`src/verilog/wake_map.vh`:
```
// Register map, field positions and reset values of the wake-up control.
`ifndef WAKE_MAP_VH
`define WAKE_MAP_VH

`define WAKE_CONTROL_ADDR        16'h5800
`define WAKE_FILTER_ENABLES_ADDR 16'h5808
`define WAKE_STATUS_ADDR         16'h5810
`define WAKE_ADDR_WIDTH          16

`define APM_WAKE_ENABLE_BIT      0
`define PME_ENABLE_BIT           1
`define PME_STATUS_BIT           2
`define ASSERT_WAKE_ON_MAGIC_BIT 3
`define LINK_CHANGE_WAKE_EN_BIT  4
`define LINK_CHANGE_OVERRIDE_BIT 5
`define PHY_WAKE_CAPABLE_BIT     8

`define LINK_CHANGE_FILTER_BIT   0
`define MAGIC_PACKET_FILTER_BIT  1
`define PREDEFINED_FILTER_LSB    0
`define PREDEFINED_FILTER_MSB    7
`define IGNORE_MNG_BIT           15
`define FLEX_FILTER_LSB          16
`define FLEX_FILTER_MSB          23

`define WAKE_CONTROL_RESET       32'h0000_0008
`define WAKE_CONTROL_RW_MASK     32'h0000_013b
`define WAKE_FILTER_RESET        32'h0000_0000
`define WAKE_FILTER_RW_MASK      32'h00ff_80ff
`define WAKE_STATUS_MASK         32'h00ff_00ff

`define NVM_APM_WORD_APM_WAKE_ENABLE_BIT    0
`define NVM_PHY_WORD_WAKE_BIT    8

`endif

```
`src/verilog/wake_up_control.v`:
```
// Wake-up control, wake filter enables and wake status with a Wishbone slave.
`timescale 1ns/100ps
`default_nettype none

`include "wake_map.vh"

// Functional notes
// - Control bit 0 enables magic-packet wake; resets to zero.
// - The wake enable of bit 0 loads from configuration word 1Ah.
// - Control bit 1 mirrors the bus power management enable, read-write.
// - Control bit 2 sets on any wakeup event; equals bus wake status.
// - Writing one to control bit 2 clears both status copies.
// - With bit 3 set, an enabled magic packet sets status, wakes host.
// - Control bit 4 enables wake on link change; resets to zero.
// - With bit 5 set, link wake follows control bits, not filter bit 0.
// - Control bit 8 flags PHY wake support, loaded from word 13h bit 8.
// - Control bits 6, 7 and 9 to 31 are read-only zeros.
// - With auxiliary power, status clears only by power-good or software.
// - Without auxiliary power, bus reset release also clears status.
// - Each filter enable bit switches its wake filter; all reset to zero.
// - Filter bits 0 to 7 enable the predefined wake filters in order.
// - With filter bit 15 set, manageability packets raise no wake event.
// - Filter bits 16-23 enable flex filters; 8-14 and 24-31 read zero.
// - A matching packet sets its status bits; writing one clears them.
module wake_up_control (
    input  wire        clk_i,
    input  wire        rst_i,
    // Wishbone classic slave.
    input  wire        cyc_i,
    input  wire        stb_i,
    input  wire        we_i,
    input  wire [15:0] adr_i,
    input  wire [3:0]  sel_i,
    input  wire [31:0] dat_i,
    output reg  [31:0] dat_o,
    output reg         ack_o,
    // Non-volatile configuration load.
    input  wire        nvm_load_i,
    input  wire [15:0] nvm_apm_word_i,
    input  wire [15:0] nvm_phy_word_i,
    // Receive side match results, same clock.
    input  wire        packet_done_i,
    input  wire [7:0]  predefined_match_i,
    input  wire [7:0]  flex_match_i,
    input  wire        manageability_pass_i,
    input  wire        link_change_i,
    // Configuration-space power management access, same clock.
    input  wire        cfg_pme_enable_write_i,
    input  wire        cfg_pme_enable_i,
    input  wire        cfg_pme_status_clear_i,
    // Platform pins, asynchronous.
    input  wire        auxiliary_power_present_i,
    input  wire        power_good_i,
    input  wire        pci_reset_n_i,
    // Wake outputs.
    output reg         pme_status_o,
    output reg         pme_enable_o,
    output reg         host_wake_o
);

    wire [2:0]  pins_sync;
    wire        aux_present;
    wire        power_good;
    wire        pci_reset_n;
    reg         pci_reset_n_prev;
    wire        pci_reset_release;

    reg         apm_wake_enable;
    reg         assert_wake_on_magic;
    reg         link_change_wake_enable;
    reg         link_change_wake_override;
    reg         phy_wake_capable;
    reg         magic_wake_pending;
    reg  [31:0] wake_filter_enables;
    reg  [31:0] wake_status;

    wire        bus_req;
    wire        bus_write;
    wire        ctl_write;
    wire        flt_write;
    wire        sts_write;
    wire [31:0] byte_mask;
    wire [31:0] ctl_image;
    reg  [31:0] next_dat;

    wire        link_wake_allowed;
    wire        link_event;
    wire        packet_allowed;
    wire [31:0] match_vector;
    wire [31:0] status_set;
    wire        filter_event;
    wire        magic_event;
    wire        wake_event;
    wire        status_clear_hw;
    wire        status_clear_sw;
    reg  [31:0] next_status;
    reg         next_pme_status;

    pin_sync #(
        .WIDTH     (3),
        .RESET_VAL (1'b1)
    ) u_pin_sync (
        .clk_i   (clk_i),
        .rst_i   (rst_i),
        .async_i ({auxiliary_power_present_i, power_good_i, pci_reset_n_i}),
        .sync_o  (pins_sync)
    );

    assign aux_present = pins_sync[2];
    assign power_good  = pins_sync[1];
    assign pci_reset_n = pins_sync[0];

    // Release of the bus reset is a rising edge of the synchronised level.
    always @(posedge clk_i) begin
        if (rst_i) begin
            pci_reset_n_prev <= 1'b1;
        end else begin
            pci_reset_n_prev <= pci_reset_n;
        end
    end

    assign pci_reset_release = pci_reset_n & ~pci_reset_n_prev;

    // Bus decode; a write takes effect at the edge where ack is high.
    assign bus_req   = cyc_i & stb_i;
    assign bus_write = bus_req & we_i & ack_o;
    assign ctl_write = bus_write & (adr_i == `WAKE_CONTROL_ADDR);
    assign flt_write = bus_write & (adr_i == `WAKE_FILTER_ENABLES_ADDR);
    assign sts_write = bus_write & (adr_i == `WAKE_STATUS_ADDR);
    assign byte_mask = {{8{sel_i[3]}}, {8{sel_i[2]}},
                        {8{sel_i[1]}}, {8{sel_i[0]}}};

    always @(posedge clk_i) begin
        if (rst_i) begin
            ack_o <= 1'b0;
        end else begin
            ack_o <= bus_req & ~ack_o;
        end
    end

    // Control register image; unlisted bits are constant zero.
    assign ctl_image = {23'h0,
                        phy_wake_capable,
                        2'b00,
                        link_change_wake_override,
                        link_change_wake_enable,
                        assert_wake_on_magic,
                        pme_status_o,
                        pme_enable_o,
                        apm_wake_enable};

    always @* begin
        next_dat = 32'h0000_0000;
        case (adr_i)
            `WAKE_CONTROL_ADDR: begin
                next_dat = ctl_image & (`WAKE_CONTROL_RW_MASK | 32'h0000_0004);
            end
            `WAKE_FILTER_ENABLES_ADDR: begin
                next_dat = wake_filter_enables &
                           `WAKE_FILTER_RW_MASK;
            end
            `WAKE_STATUS_ADDR: begin
                next_dat = wake_status & `WAKE_STATUS_MASK;
            end
            default: begin
                next_dat = 32'h0000_0000;
            end
        endcase
    end

    always @(posedge clk_i) begin
        if (rst_i) begin
            dat_o <= 32'h0000_0000;
        end else if (bus_req & ~we_i & ~ack_o) begin
            dat_o <= next_dat;
        end
    end

    // Control bits written by software or loaded from configuration.
    always @(posedge clk_i) begin
        if (rst_i) begin
            apm_wake_enable           <= 1'b0;
            assert_wake_on_magic      <= 1'b1;
            link_change_wake_enable   <= 1'b0;
            link_change_wake_override <= 1'b0;
            phy_wake_capable          <= 1'b0;
        end else if (nvm_load_i) begin
            apm_wake_enable <=
                nvm_apm_word_i[`NVM_APM_WORD_APM_WAKE_ENABLE_BIT];
            phy_wake_capable <=
                nvm_phy_word_i[`NVM_PHY_WORD_WAKE_BIT];
        end else if (ctl_write) begin
            if (sel_i[0]) begin
                apm_wake_enable <=
                    dat_i[`APM_WAKE_ENABLE_BIT];
                assert_wake_on_magic      <= dat_i[`ASSERT_WAKE_ON_MAGIC_BIT];
                link_change_wake_enable <=
                    dat_i[`LINK_CHANGE_WAKE_EN_BIT];
                link_change_wake_override <= dat_i[`LINK_CHANGE_OVERRIDE_BIT];
            end
            if (sel_i[1]) begin
                phy_wake_capable <= dat_i[`PHY_WAKE_CAPABLE_BIT];
            end
        end
    end

    // Power management enable is shared by software and configuration space.
    always @(posedge clk_i) begin
        if (rst_i) begin
            pme_enable_o <= 1'b0;
        end else if (ctl_write & sel_i[0]) begin
            pme_enable_o <= dat_i[`PME_ENABLE_BIT];
        end else if (cfg_pme_enable_write_i) begin
            pme_enable_o <= cfg_pme_enable_i;
        end
    end

    // Filter enables; reserved bits never store a value.
    always @(posedge clk_i) begin
        if (rst_i) begin
            wake_filter_enables <= `WAKE_FILTER_RESET;
        end else if (flt_write) begin
            wake_filter_enables <= (wake_filter_enables & ~byte_mask) |
                                   (dat_i & byte_mask &
                                    `WAKE_FILTER_RW_MASK);
        end
    end

    // Link-change wake source selection.
    assign link_wake_allowed = link_change_wake_override ?
        (apm_wake_enable & link_change_wake_enable) :
        wake_filter_enables[`LINK_CHANGE_FILTER_BIT];
    assign link_event = link_change_i & link_wake_allowed;

    // Manageability traffic may be excluded from waking.
    assign packet_allowed = packet_done_i &
        ~(wake_filter_enables[`IGNORE_MNG_BIT] &
          manageability_pass_i);

    assign match_vector = {8'h00, flex_match_i, 8'h00,
                           predefined_match_i[7:1], 1'b0};
    assign status_set =
        ({32{packet_allowed}} & match_vector &
         wake_filter_enables & `WAKE_STATUS_MASK) |
        {31'h0, link_event};
    assign filter_event = |status_set;
    assign magic_event  = packet_allowed & apm_wake_enable &
        assert_wake_on_magic &
        predefined_match_i[`MAGIC_PACKET_FILTER_BIT];
    assign wake_event   = filter_event | magic_event;

    // Hardware clears: power loss always, bus reset release on main power.
    assign status_clear_hw = ~power_good |
                             (~aux_present & pci_reset_release);
    assign status_clear_sw = (ctl_write & sel_i[0] &
                              dat_i[`PME_STATUS_BIT]) |
                             cfg_pme_status_clear_i;

    // Setting has priority over every clear in the same cycle.
    always @* begin
        next_status = wake_status;
        if (status_clear_hw) begin
            next_status = 32'h0000_0000;
        end
        if (sts_write) begin
            next_status = next_status & ~(dat_i & byte_mask);
        end
        next_status = (next_status | status_set) & `WAKE_STATUS_MASK;
    end

    always @* begin
        next_pme_status = pme_status_o;
        if (status_clear_hw | status_clear_sw) begin
            next_pme_status = 1'b0;
        end
        if (wake_event) begin
            next_pme_status = 1'b1;
        end
    end

    always @(posedge clk_i) begin
        if (rst_i) begin
            wake_status  <= 32'h0000_0000;
            pme_status_o <= 1'b0;
        end else begin
            wake_status  <= next_status;
            pme_status_o <= next_pme_status;
        end
    end

    // A magic wake under the control bit wakes the host regardless of enable.
    always @(posedge clk_i) begin
        if (rst_i) begin
            magic_wake_pending <= 1'b0;
        end else if (magic_event) begin
            magic_wake_pending <= 1'b1;
        end else if (~next_pme_status) begin
            magic_wake_pending <= 1'b0;
        end
    end

    always @(posedge clk_i) begin
        if (rst_i) begin
            host_wake_o <= 1'b0;
        end else begin
            host_wake_o <= next_pme_status &
                           (pme_enable_o | magic_wake_pending |
                            magic_event);
        end
    end

endmodule // wake_up_control

`default_nettype wire

```
`src/verilog/pin_sync.v`:
```
// Two-flop synchroniser for a group of asynchronous pin levels.
`timescale 1ns/100ps
`default_nettype none

module pin_sync #(
    parameter       WIDTH     = 1,
    parameter [0:0] RESET_VAL = 1'b0
) (
    input  wire             clk_i,
    input  wire             rst_i,
    input  wire [WIDTH-1:0] async_i,
    output wire [WIDTH-1:0] sync_o
);

    reg [WIDTH-1:0] stage1;
    reg [WIDTH-1:0] stage2;

    // Only the second stage is visible outside.
    always @(posedge clk_i) begin
        if (rst_i) begin
            stage1 <= {WIDTH{RESET_VAL}};
            stage2 <= {WIDTH{RESET_VAL}};
        end else begin
            stage1 <= async_i;
            stage2 <= stage1;
        end
    end

    assign sync_o = stage2;

endmodule // pin_sync

`default_nettype wire

```
`config.mk`:
```
export PLATFORM = sky130hd
export DESIGN_NAME = wake_up_control
export DESIGN_NICKNAME = d
export VERILOG_FILES = /design/src/verilog/wake_up_control.v /design/src/verilog/pin_sync.v
export VERILOG_INCLUDE_DIRS = /design/src /design/src/verilog
export SDC_FILE = /design/constraint.sdc
export NUM_CORES = 1
export LEC_CHECK = 0
export ABC_AREA = 1
export BUFFER_PORTS_ARGS = -buffer_cell sky130_fd_sc_hd__buf_4
export CORE_ASPECT_RATIO = 0.75
export CORE_MARGIN = 2
export CORE_UTILIZATION = 53
export CTS_BUF_LIST = sky130_fd_sc_hd__clkbuf_8
export DETAILED_ROUTE_END_ITERATION = 6
export PLACE_DENSITY = 0.95
export SYNTH_ARGS = -nofsm -noshare
export SYNTH_HDL_FRONTEND = slang
export SYNTH_SLANG_ARGS = --single-unit
```
`constraint.sdc`:
```
create_clock -name clk_i -period 2.4 [get_ports clk_i]
set_clock_uncertainty 0.05 [all_clocks]
set_input_delay 0.12 -clock clk_i [delete_from_list [all_inputs] [get_ports clk_i]]
set_output_delay 0.12 -clock clk_i [all_outputs]
set_load 0.02 [all_outputs]
```
==> impl_metrics.csv, run 1 <==
group,metric,value,unit
run_status,run_status,"complete, no violations",
worst_hold_path,min_path_type,"primary input to register",
clock_network,cts_setup_buffers,0,
worst_setup_path,end_kind,"register",
synth,synth-compound-area-share,14.1,%
floorplan,dieArea,7090,um2
power,vdd_drop_max,0.000353,V
cells_and_area,layoutNonFillerInstCount,696,
floorplan,die-width,96.6,um
global_routing,antenna_found_initial,0,
worst_setup_path,critical_path_class,"primary input to register",
global_routing,grt_pass1_wl,15.3,mm
synth,ys_types,29,
sta,period_minus_slack,1.87,ns
synth,yosysTopAreaCell,"dfxtp_1",
clock_network,cts_max_level,3,
floorplan,coreArea,6260,um2
cells_and_area,drive_gt1_share,21.3,%
worst_setup_path,required,2.60,ns
floorplan,start_util,54.5,%
clock_network,clkLatencyLatePin,0.35,ns
synth,syn_area_per_cell,6.65,um2
worst_setup_path,cp_data_arrival_time,2.08,ns
sta,hold_viol,0,
global_routing,grt_max_degree,38,
clock_network,root_buffer,"clkbuf_8",
global_routing,first_global_vias,3361,
clock_network,cts-hold-fix-buffers,14,
worst_setup_path,crit_fanout,16,
synth,synth-adder-area-share,0,%
clock_network,tritoncts,"done",
synth,synth_mux_area_share,0.294,%
synth,yosysWarnings,0,
place,dp.cells,666,
worst_setup_path,slowest_delay,0.53,ns
synth,synthTopCellsByCount,"110 x nand2_1, 68 x dfxtp_1, 66 x inv_1, 66 x nor2_1",
cells_and_area,fillerInstances,515,
worst_setup_path,critPathBufInv,4,
run,max_cap_viol_count,0,
synth,synthArstFlopShare,0,%
clock_network,clockBufferDepth,2,
route,drc,0,
sta,slew_headroom,51.6,%
cells_and_area,multi_input_area,1620,um2
route,wl_per_cell,14.0,um
sta,rsz0062_at_grt,"no",
clock_network,cts_repair_resize_count,0,
synth,synthFlopType,"dfxtp_1",
place,hpwl,6.81,mm
floorplan,fp.dieH,73.4,um
worst_setup_path,critPathSlowestCell,"dlygate4sd3_1",
worst_setup_path,path_delay_family,"buffers and inverters",
synth,synth_most_common_cell,"nand2_1",
cells_and_area,ff_latch_area,1360,um2
cells_and_area,antenna_cells,0,
place,io_buffers,90,
sta,finalSetupViolations,0,
route,drt-total-wl,9.74,mm
clock_network,cts_buffers,9,
floorplan,num_rows,25,
power,cellPowerDensity,530,nW/um2
synth,synthSimpleGateAreaFrac,31.6,%
synth,synth_seq_area_share,40.0,%
cells_and_area,syn_to_final_growth,29.0,%
global_routing,grt_usage,28.3,%
worst_setup_path,crit_chain,"dlygate4sd3_1 > buf_4 > nand4_1 > inv_1 > nand3_2 > o21ai_0 > o21ai_0 > nand2_1 > inv_1",
route,ant_nets,0,
synth,ys_top_cells_by_area,"dfxtp_1 40%, nand2_1 12%, inv_1 7.3%, nor2_1 7.3%, nand3_1 5.4%",
route,drt_iter0_drc,419,
route,vias,3662,
place,routabilityCongestion,0.890,
sta,slew_violations,0,
synth,synth_top_area_share,40.0,%
route,firstDrtPassIters,6,
worst_setup_path,start_kind,"primary input",
sta,post-route-period-util,78.1,%
global_routing,grt_overflow,0,
synth,syn_area,3410,um2
route,viasPerCell,5.26,
sta,tns,0,ns
power,leakage,2.11,nW
synth,synth-xor-area-share,0,%
synth,synth_top_family_by_area,"simple AND/OR/NAND/NOR gates",
clock_network,clkTransAtPathRegs,0.08,ns
clock_network,cts_sinks,68,
synth,yosys_register_bits,68,
synth,postSynthCellCount,512,
synth,synth_edf_count,0,
floorplan,num_io_pins,151,
sta,fmax,0.533,GHz
sta,worst_pin_slew,0.724,ns
cells_and_area,fin_nets,725,
-- power breakdown --
group / leakage, nW / total (mW) / internal, mW / switching, mW
registers: 0.550 / 1.14 / 1.14 / 0.00610
clock network: 0.104 / 0.950 / 0.484 / 0.465
logic: 1.46 / 0.236 / 0.113 / 0.123
-- through the flow --
step                hold slack [ns]  utilization [%]  cell area (um2)  power, mW  worst slack (ns)
global route                 0.0146             70.2             4390       2.39             0.357
detailed placement            0.271             64.8             4060       1.38             0.584
finish                       0.0106             70.2             4390       2.33             0.525
floorplan                     0.174                -             3460       1.28             0.817
global placement              0.260             64.8             4060       1.38             0.655
CTS                         0.00410             70.2             4390       2.33             0.547
-- metal layers --
layer  global-route usage [%]  wire [um]
met3                     9.64       1090
met5                        0          0
met4                     7.36        144
met1                     35.5       3980
met2                     46.8       4530
-- logic make-up after synthesis --
kind of cell	Yosys count
AND/OR/NAND/NOR	242
multiplexers	1
buffers and inverters	105
AO/OA/AOI/OAI	95
other	1
flip-flops	68
-- final cells by class --
type,count,area share (%)
clock inverters,7,1.71
clock buffers,9,2.82
flip-flops and latches,68,31.0
multi-input cells,352,36.9
inverters,71,6.06
repair buffers,108,19.2
well taps,81,2.31
-- cell usage in the layout (no fill, tap or decap) --
master         instances
inv_2                  2
nand2_1              110
clkinv_2               2
inv_6                  1
nor2_1                66
dlygate4sd3_1         14
a21o_1                 2
nand3_2                2
inv_1                 66
nand2_2                2
o21ai_1               37
conb_1                14
buf_4                 94
nor3b_1                1
nand3b_1               1
nor2_8                 1
nand4_1                5
clkinv_4               3
o21ai_0               25
clkinv_1               3
clkbuf_8               9
nor2_2                 1
bufinv_16              1
a21oi_1               31
nand3_1               37
nor3_1                 3
mux2i_1                1
or2_2                  7
nand2_4                2
nor2_4                 4
dfxtp_1               68
-- final timing paths --
kind                                   start                               to  slack (ns)  cells past startpoint
min reg2reg  u_pin_sync.stage1[2]$_SDFF_PP1_  u_pin_sync.sync_o[2]$_SDFF_PP1_        0.38                      1
min                                 sel_i[1]                         register        0.01                      3
max                                    stb_i        wake_status[4]$_SDFF_PP0_        0.53                      9
max reg2reg                 ack_o$_SDFF_PP0_        wake_status[4]$_SDFF_PP0_        0.54                      7
-- tightest hold or removal path, cell delays in order --
cell	delay, ns
buf_4	0.12
nand3_1	0.07
a21oi_1	0.06
Power figures use the tool's default switching activity.
==> run 2: changes to the inputs <==
- ABC_AREA: 1 -> 0
- CORE_UTILIZATION: 53 -> 44
- PLACE_DENSITY: 0.95 -> 0.86
- clock period: 2.4 -> 1.6 ns (I/O delays scaled with it)
==> run 2 against run 1 <==
The flow now finishes with violations (negative setup slack); largest cell class unchanged; critical path depth fell by 5; final cell count fell by 12%; power rose by 51%; global-route usage fell by 1.7 points; via count rose by 3.9%; sequential power rose by 52%; sequential share of layout area fell by 3.2 points.
==> impl_metrics.csv, run 2 <==
group,metric,value,unit
global_routing,first_global_vias,3746,
route,wl_per_cell,18.2,um
clock_network,cts_buffers,9,
sta,slew_violations,0,
floorplan,fp.dieH,79.9,um
global_routing,grt_pass1_wl,17.9,mm
floorplan,coreArea,7400,um2
cells_and_area,antenna_cells,0,
global_routing,antenna_found_initial,0,
cells_and_area,syn_to_final_growth,45.2,%
sta,rsz0062_at_grt,"yes",
route,firstDrtPassIters,6,
sta,finalSetupViolations,1,
cells_and_area,final_cell_area,4910,um2
floorplan,num_rows,27,
place,io_buffers,90,
run,max_cap_viol_count,0,
synth,yosys_register_bits,68,
synth,syn_area_per_cell,8.96,um2
floorplan,num_io_pins,151,
sta,period_minus_slack,1.60,ns
cells_and_area,final_cell_mix,"121 x buf_4, 65 x dfxtp_1, 44 x nand4_1",
power,intPower,2.64,mW
sta,slew_headroom,59.2,%
sta,post-route-period-util,100,%
route,ant_nets,0,
power,leakage,1.93,nW
synth,synth_seq_area_share,40.3,%
synth,synthArstFlopShare,0,%
route,viasPerCell,6.20,
power,p_seq_share,49.2,%
route,drc,0,
clock_network,tritoncts,"done",
global_routing,grt_max_degree,37,
power,swShare,25.2,%
worst_setup_path,start_kind,"register",
synth,synth_edf_count,0,
route,drt_iter0_drc,457,
power,power.switching,0.890,mW
worst_setup_path,end_kind,"register",
synth,synth_most_common_cell,"dfxtp_1",
power,p_comb_share,13.8,%
power,cellPowerDensity,719,nW/um2
worst_setup_path,critical_path_class,"register to register",
sta,hold_viol,0,
sta,hold_ws,0.0317,ns
sta,fmax,0.625,GHz
synth,synthFlopType,"dfxtp_1",
worst_hold_path,min_path_type,"primary input to register",
synth,postSynthCellCount,377,
global_routing,grt_usage,26.6,%
cells_and_area,fin_nets,623,
run_status,violations,"negative setup slack",
power,p_clk_share,37.1,%
run_status,run_status,"finished with violations",
cells_and_area,final_common_cell,"buf_4",
global_routing,grt_overflow,0,
synth,ys_types,52,
synth,yosysTopAreaCell,"dfxtp_1",
power,vdd_drop_max,0.000383,V
clock_network,root_buffer,"clkbuf_8",
clock_network,cts_sinks,68,
synth,synth_top_area_share,40.3,%
synth,syn_area,3380,um2
floorplan,dieArea,8410,um2
sta,tns,-0.000470,ns
clock_network,cts_max_level,3,
sta,fin_ws,-0.000470,ns
cells_and_area,drive_gt1_share,35.9,%
worst_setup_path,required,1.77,ns
place,routabilityCongestion,0.936,
place,hpwl,7.66,mm
clock_network,clkLatencyLatePin,0.35,ns
place,placed_area,4330,um2
worst_setup_path,cp_data_arrival_time,1.77,ns
route,drt-total-wl,11.2,mm
worst_setup_path,crit_fanout,3,
synth,ys_top_cells_by_area,"dfxtp_1 40%, nand4_1 8.1%, o31ai_1 4.0%, buf_4 3.1%, mux2i_1 3.0%",
synth,synthTopCellsByCount,"68 x dfxtp_1, 44 x nand4_1, 25 x clkbuf_1, 19 x a21oi_1, 18 x o31ai_1",
synth,yosysWarnings,0,
floorplan,start_util,45.7,%
clock_network,clkTransAtPathRegs,0.08,ns
floorplan,die-width,105,um
sta,worst_pin_slew,0.609,ns
route,vias,3806,
clock_network,clockBufferDepth,2,
run 2: changes by cell type in the layout (fill, tap and decap cells not counted), sizes merged, moves of 14 or more:
| cell | delta |
|---|---|
| nand3 | -23 |
| dlygate4sd3 | +14 |
| o31ai | +18 |
| buf | +33 |
| nor2 | -56 |
| inv | -62 |
| o21ai | -61 |
| nand2 | -107 |
| nand4 | +39 |
run 2: layout make-up:
type,instances,area (um2)
fillers,555,2490
multi-input cells,270,1920
flip-flops and latches,68,1370
repair buffers,155,1300
clock buffers,12,165
well taps,101,126
clock inverters,4,16.3
inverters,4,15.0
run 2: final timing paths:
check / from / to / slack [ns] / depth (start not counted)
max reg2reg: register / magic_wake_pending$_SDFFE_PP0P_ / -0.0005 / 4
min: flex_match_i[0] / wake_status[16]$_SDFF_PP0_ / 0.03 / 3
min reg2reg: u_pin_sync.stage1[2]$_SDFF_PP1_ / u_pin_sync.sync_o[2]$_SDFF_PP1_ / 0.37 / 1
max: register / magic_wake_pending$_SDFFE_PP0P_ / -0.0005 / 4
run 2: cell families (layout without fill, tap and decap cells):
kind of cell           after synthesis  in the layout  synth area share (%)
and+or+nand+nor                    160            160                  29.5
AOI/OAI and AO/OA                   86             86                  19.5
other                                1             14                 0.111
buffers and inverters               52            175                  7.63
muxes                               10             10                  2.96
DFF                                 68             68                  40.3
run 2: power by group through the flow:
| stage | Combinational [mW] | Clock [mW] | Sequential, mW |
|---|---|---|---|
| 2_1_floorplan | 0.174 | 0 | 1.79 |
| 3_5_place_dp | 0.409 | 0 | 1.77 |
| 4_1_cts | 0.470 | 1.31 | 1.73 |
| 6_report | 0.485 | 1.31 | 1.73 |
| 3_3_place_gp | 0.400 | 0 | 1.77 |
| 5_1_grt | 0.517 | 1.38 | 1.74 |
run 2: metal layers:
metal | vias to the layer above | part of all wire [%] | GRT usage (%)
met3 | 24 | 11 | 5.63
met4 | 0 | 1.4 | 10.4
met1 | 1830 | 40 | 34.1
met5 | - | 0 | 0
li1 | 1710 | - | -
met2 | 242 | 48 | 43.9
run 2: critical path, stage by stage (launching register included):
cell	delay [ns]
dfxtp_2	0.33
and2_4	0.14
or4_4	0.54
o31ai_4	0.30
a31oi_1	0.12
run 2: what timing repair did:
item	CTS	global route
endpoints found under the hold margin	29	0
buffers inserted	0	2
pin swaps	1	7
hold buffers	28	0
resized for setup	10	16
setup endpoints to repair	24	48
run 2: stage by stage:
stage	utilization, %	cells	setup WS, ns	power (mW)
6_report	66.3	614	-0.000470	3.53
2_1_floorplan	-	390	0.000173	1.96
4_1_cts	65.4	612	-0.0207	3.51
5_1_grt	66.3	614	-0.0473	3.63
3_3_place_gp	58.5	568	-0.156	2.17
3_5_place_dp	58.5	568	-0.183	2.18
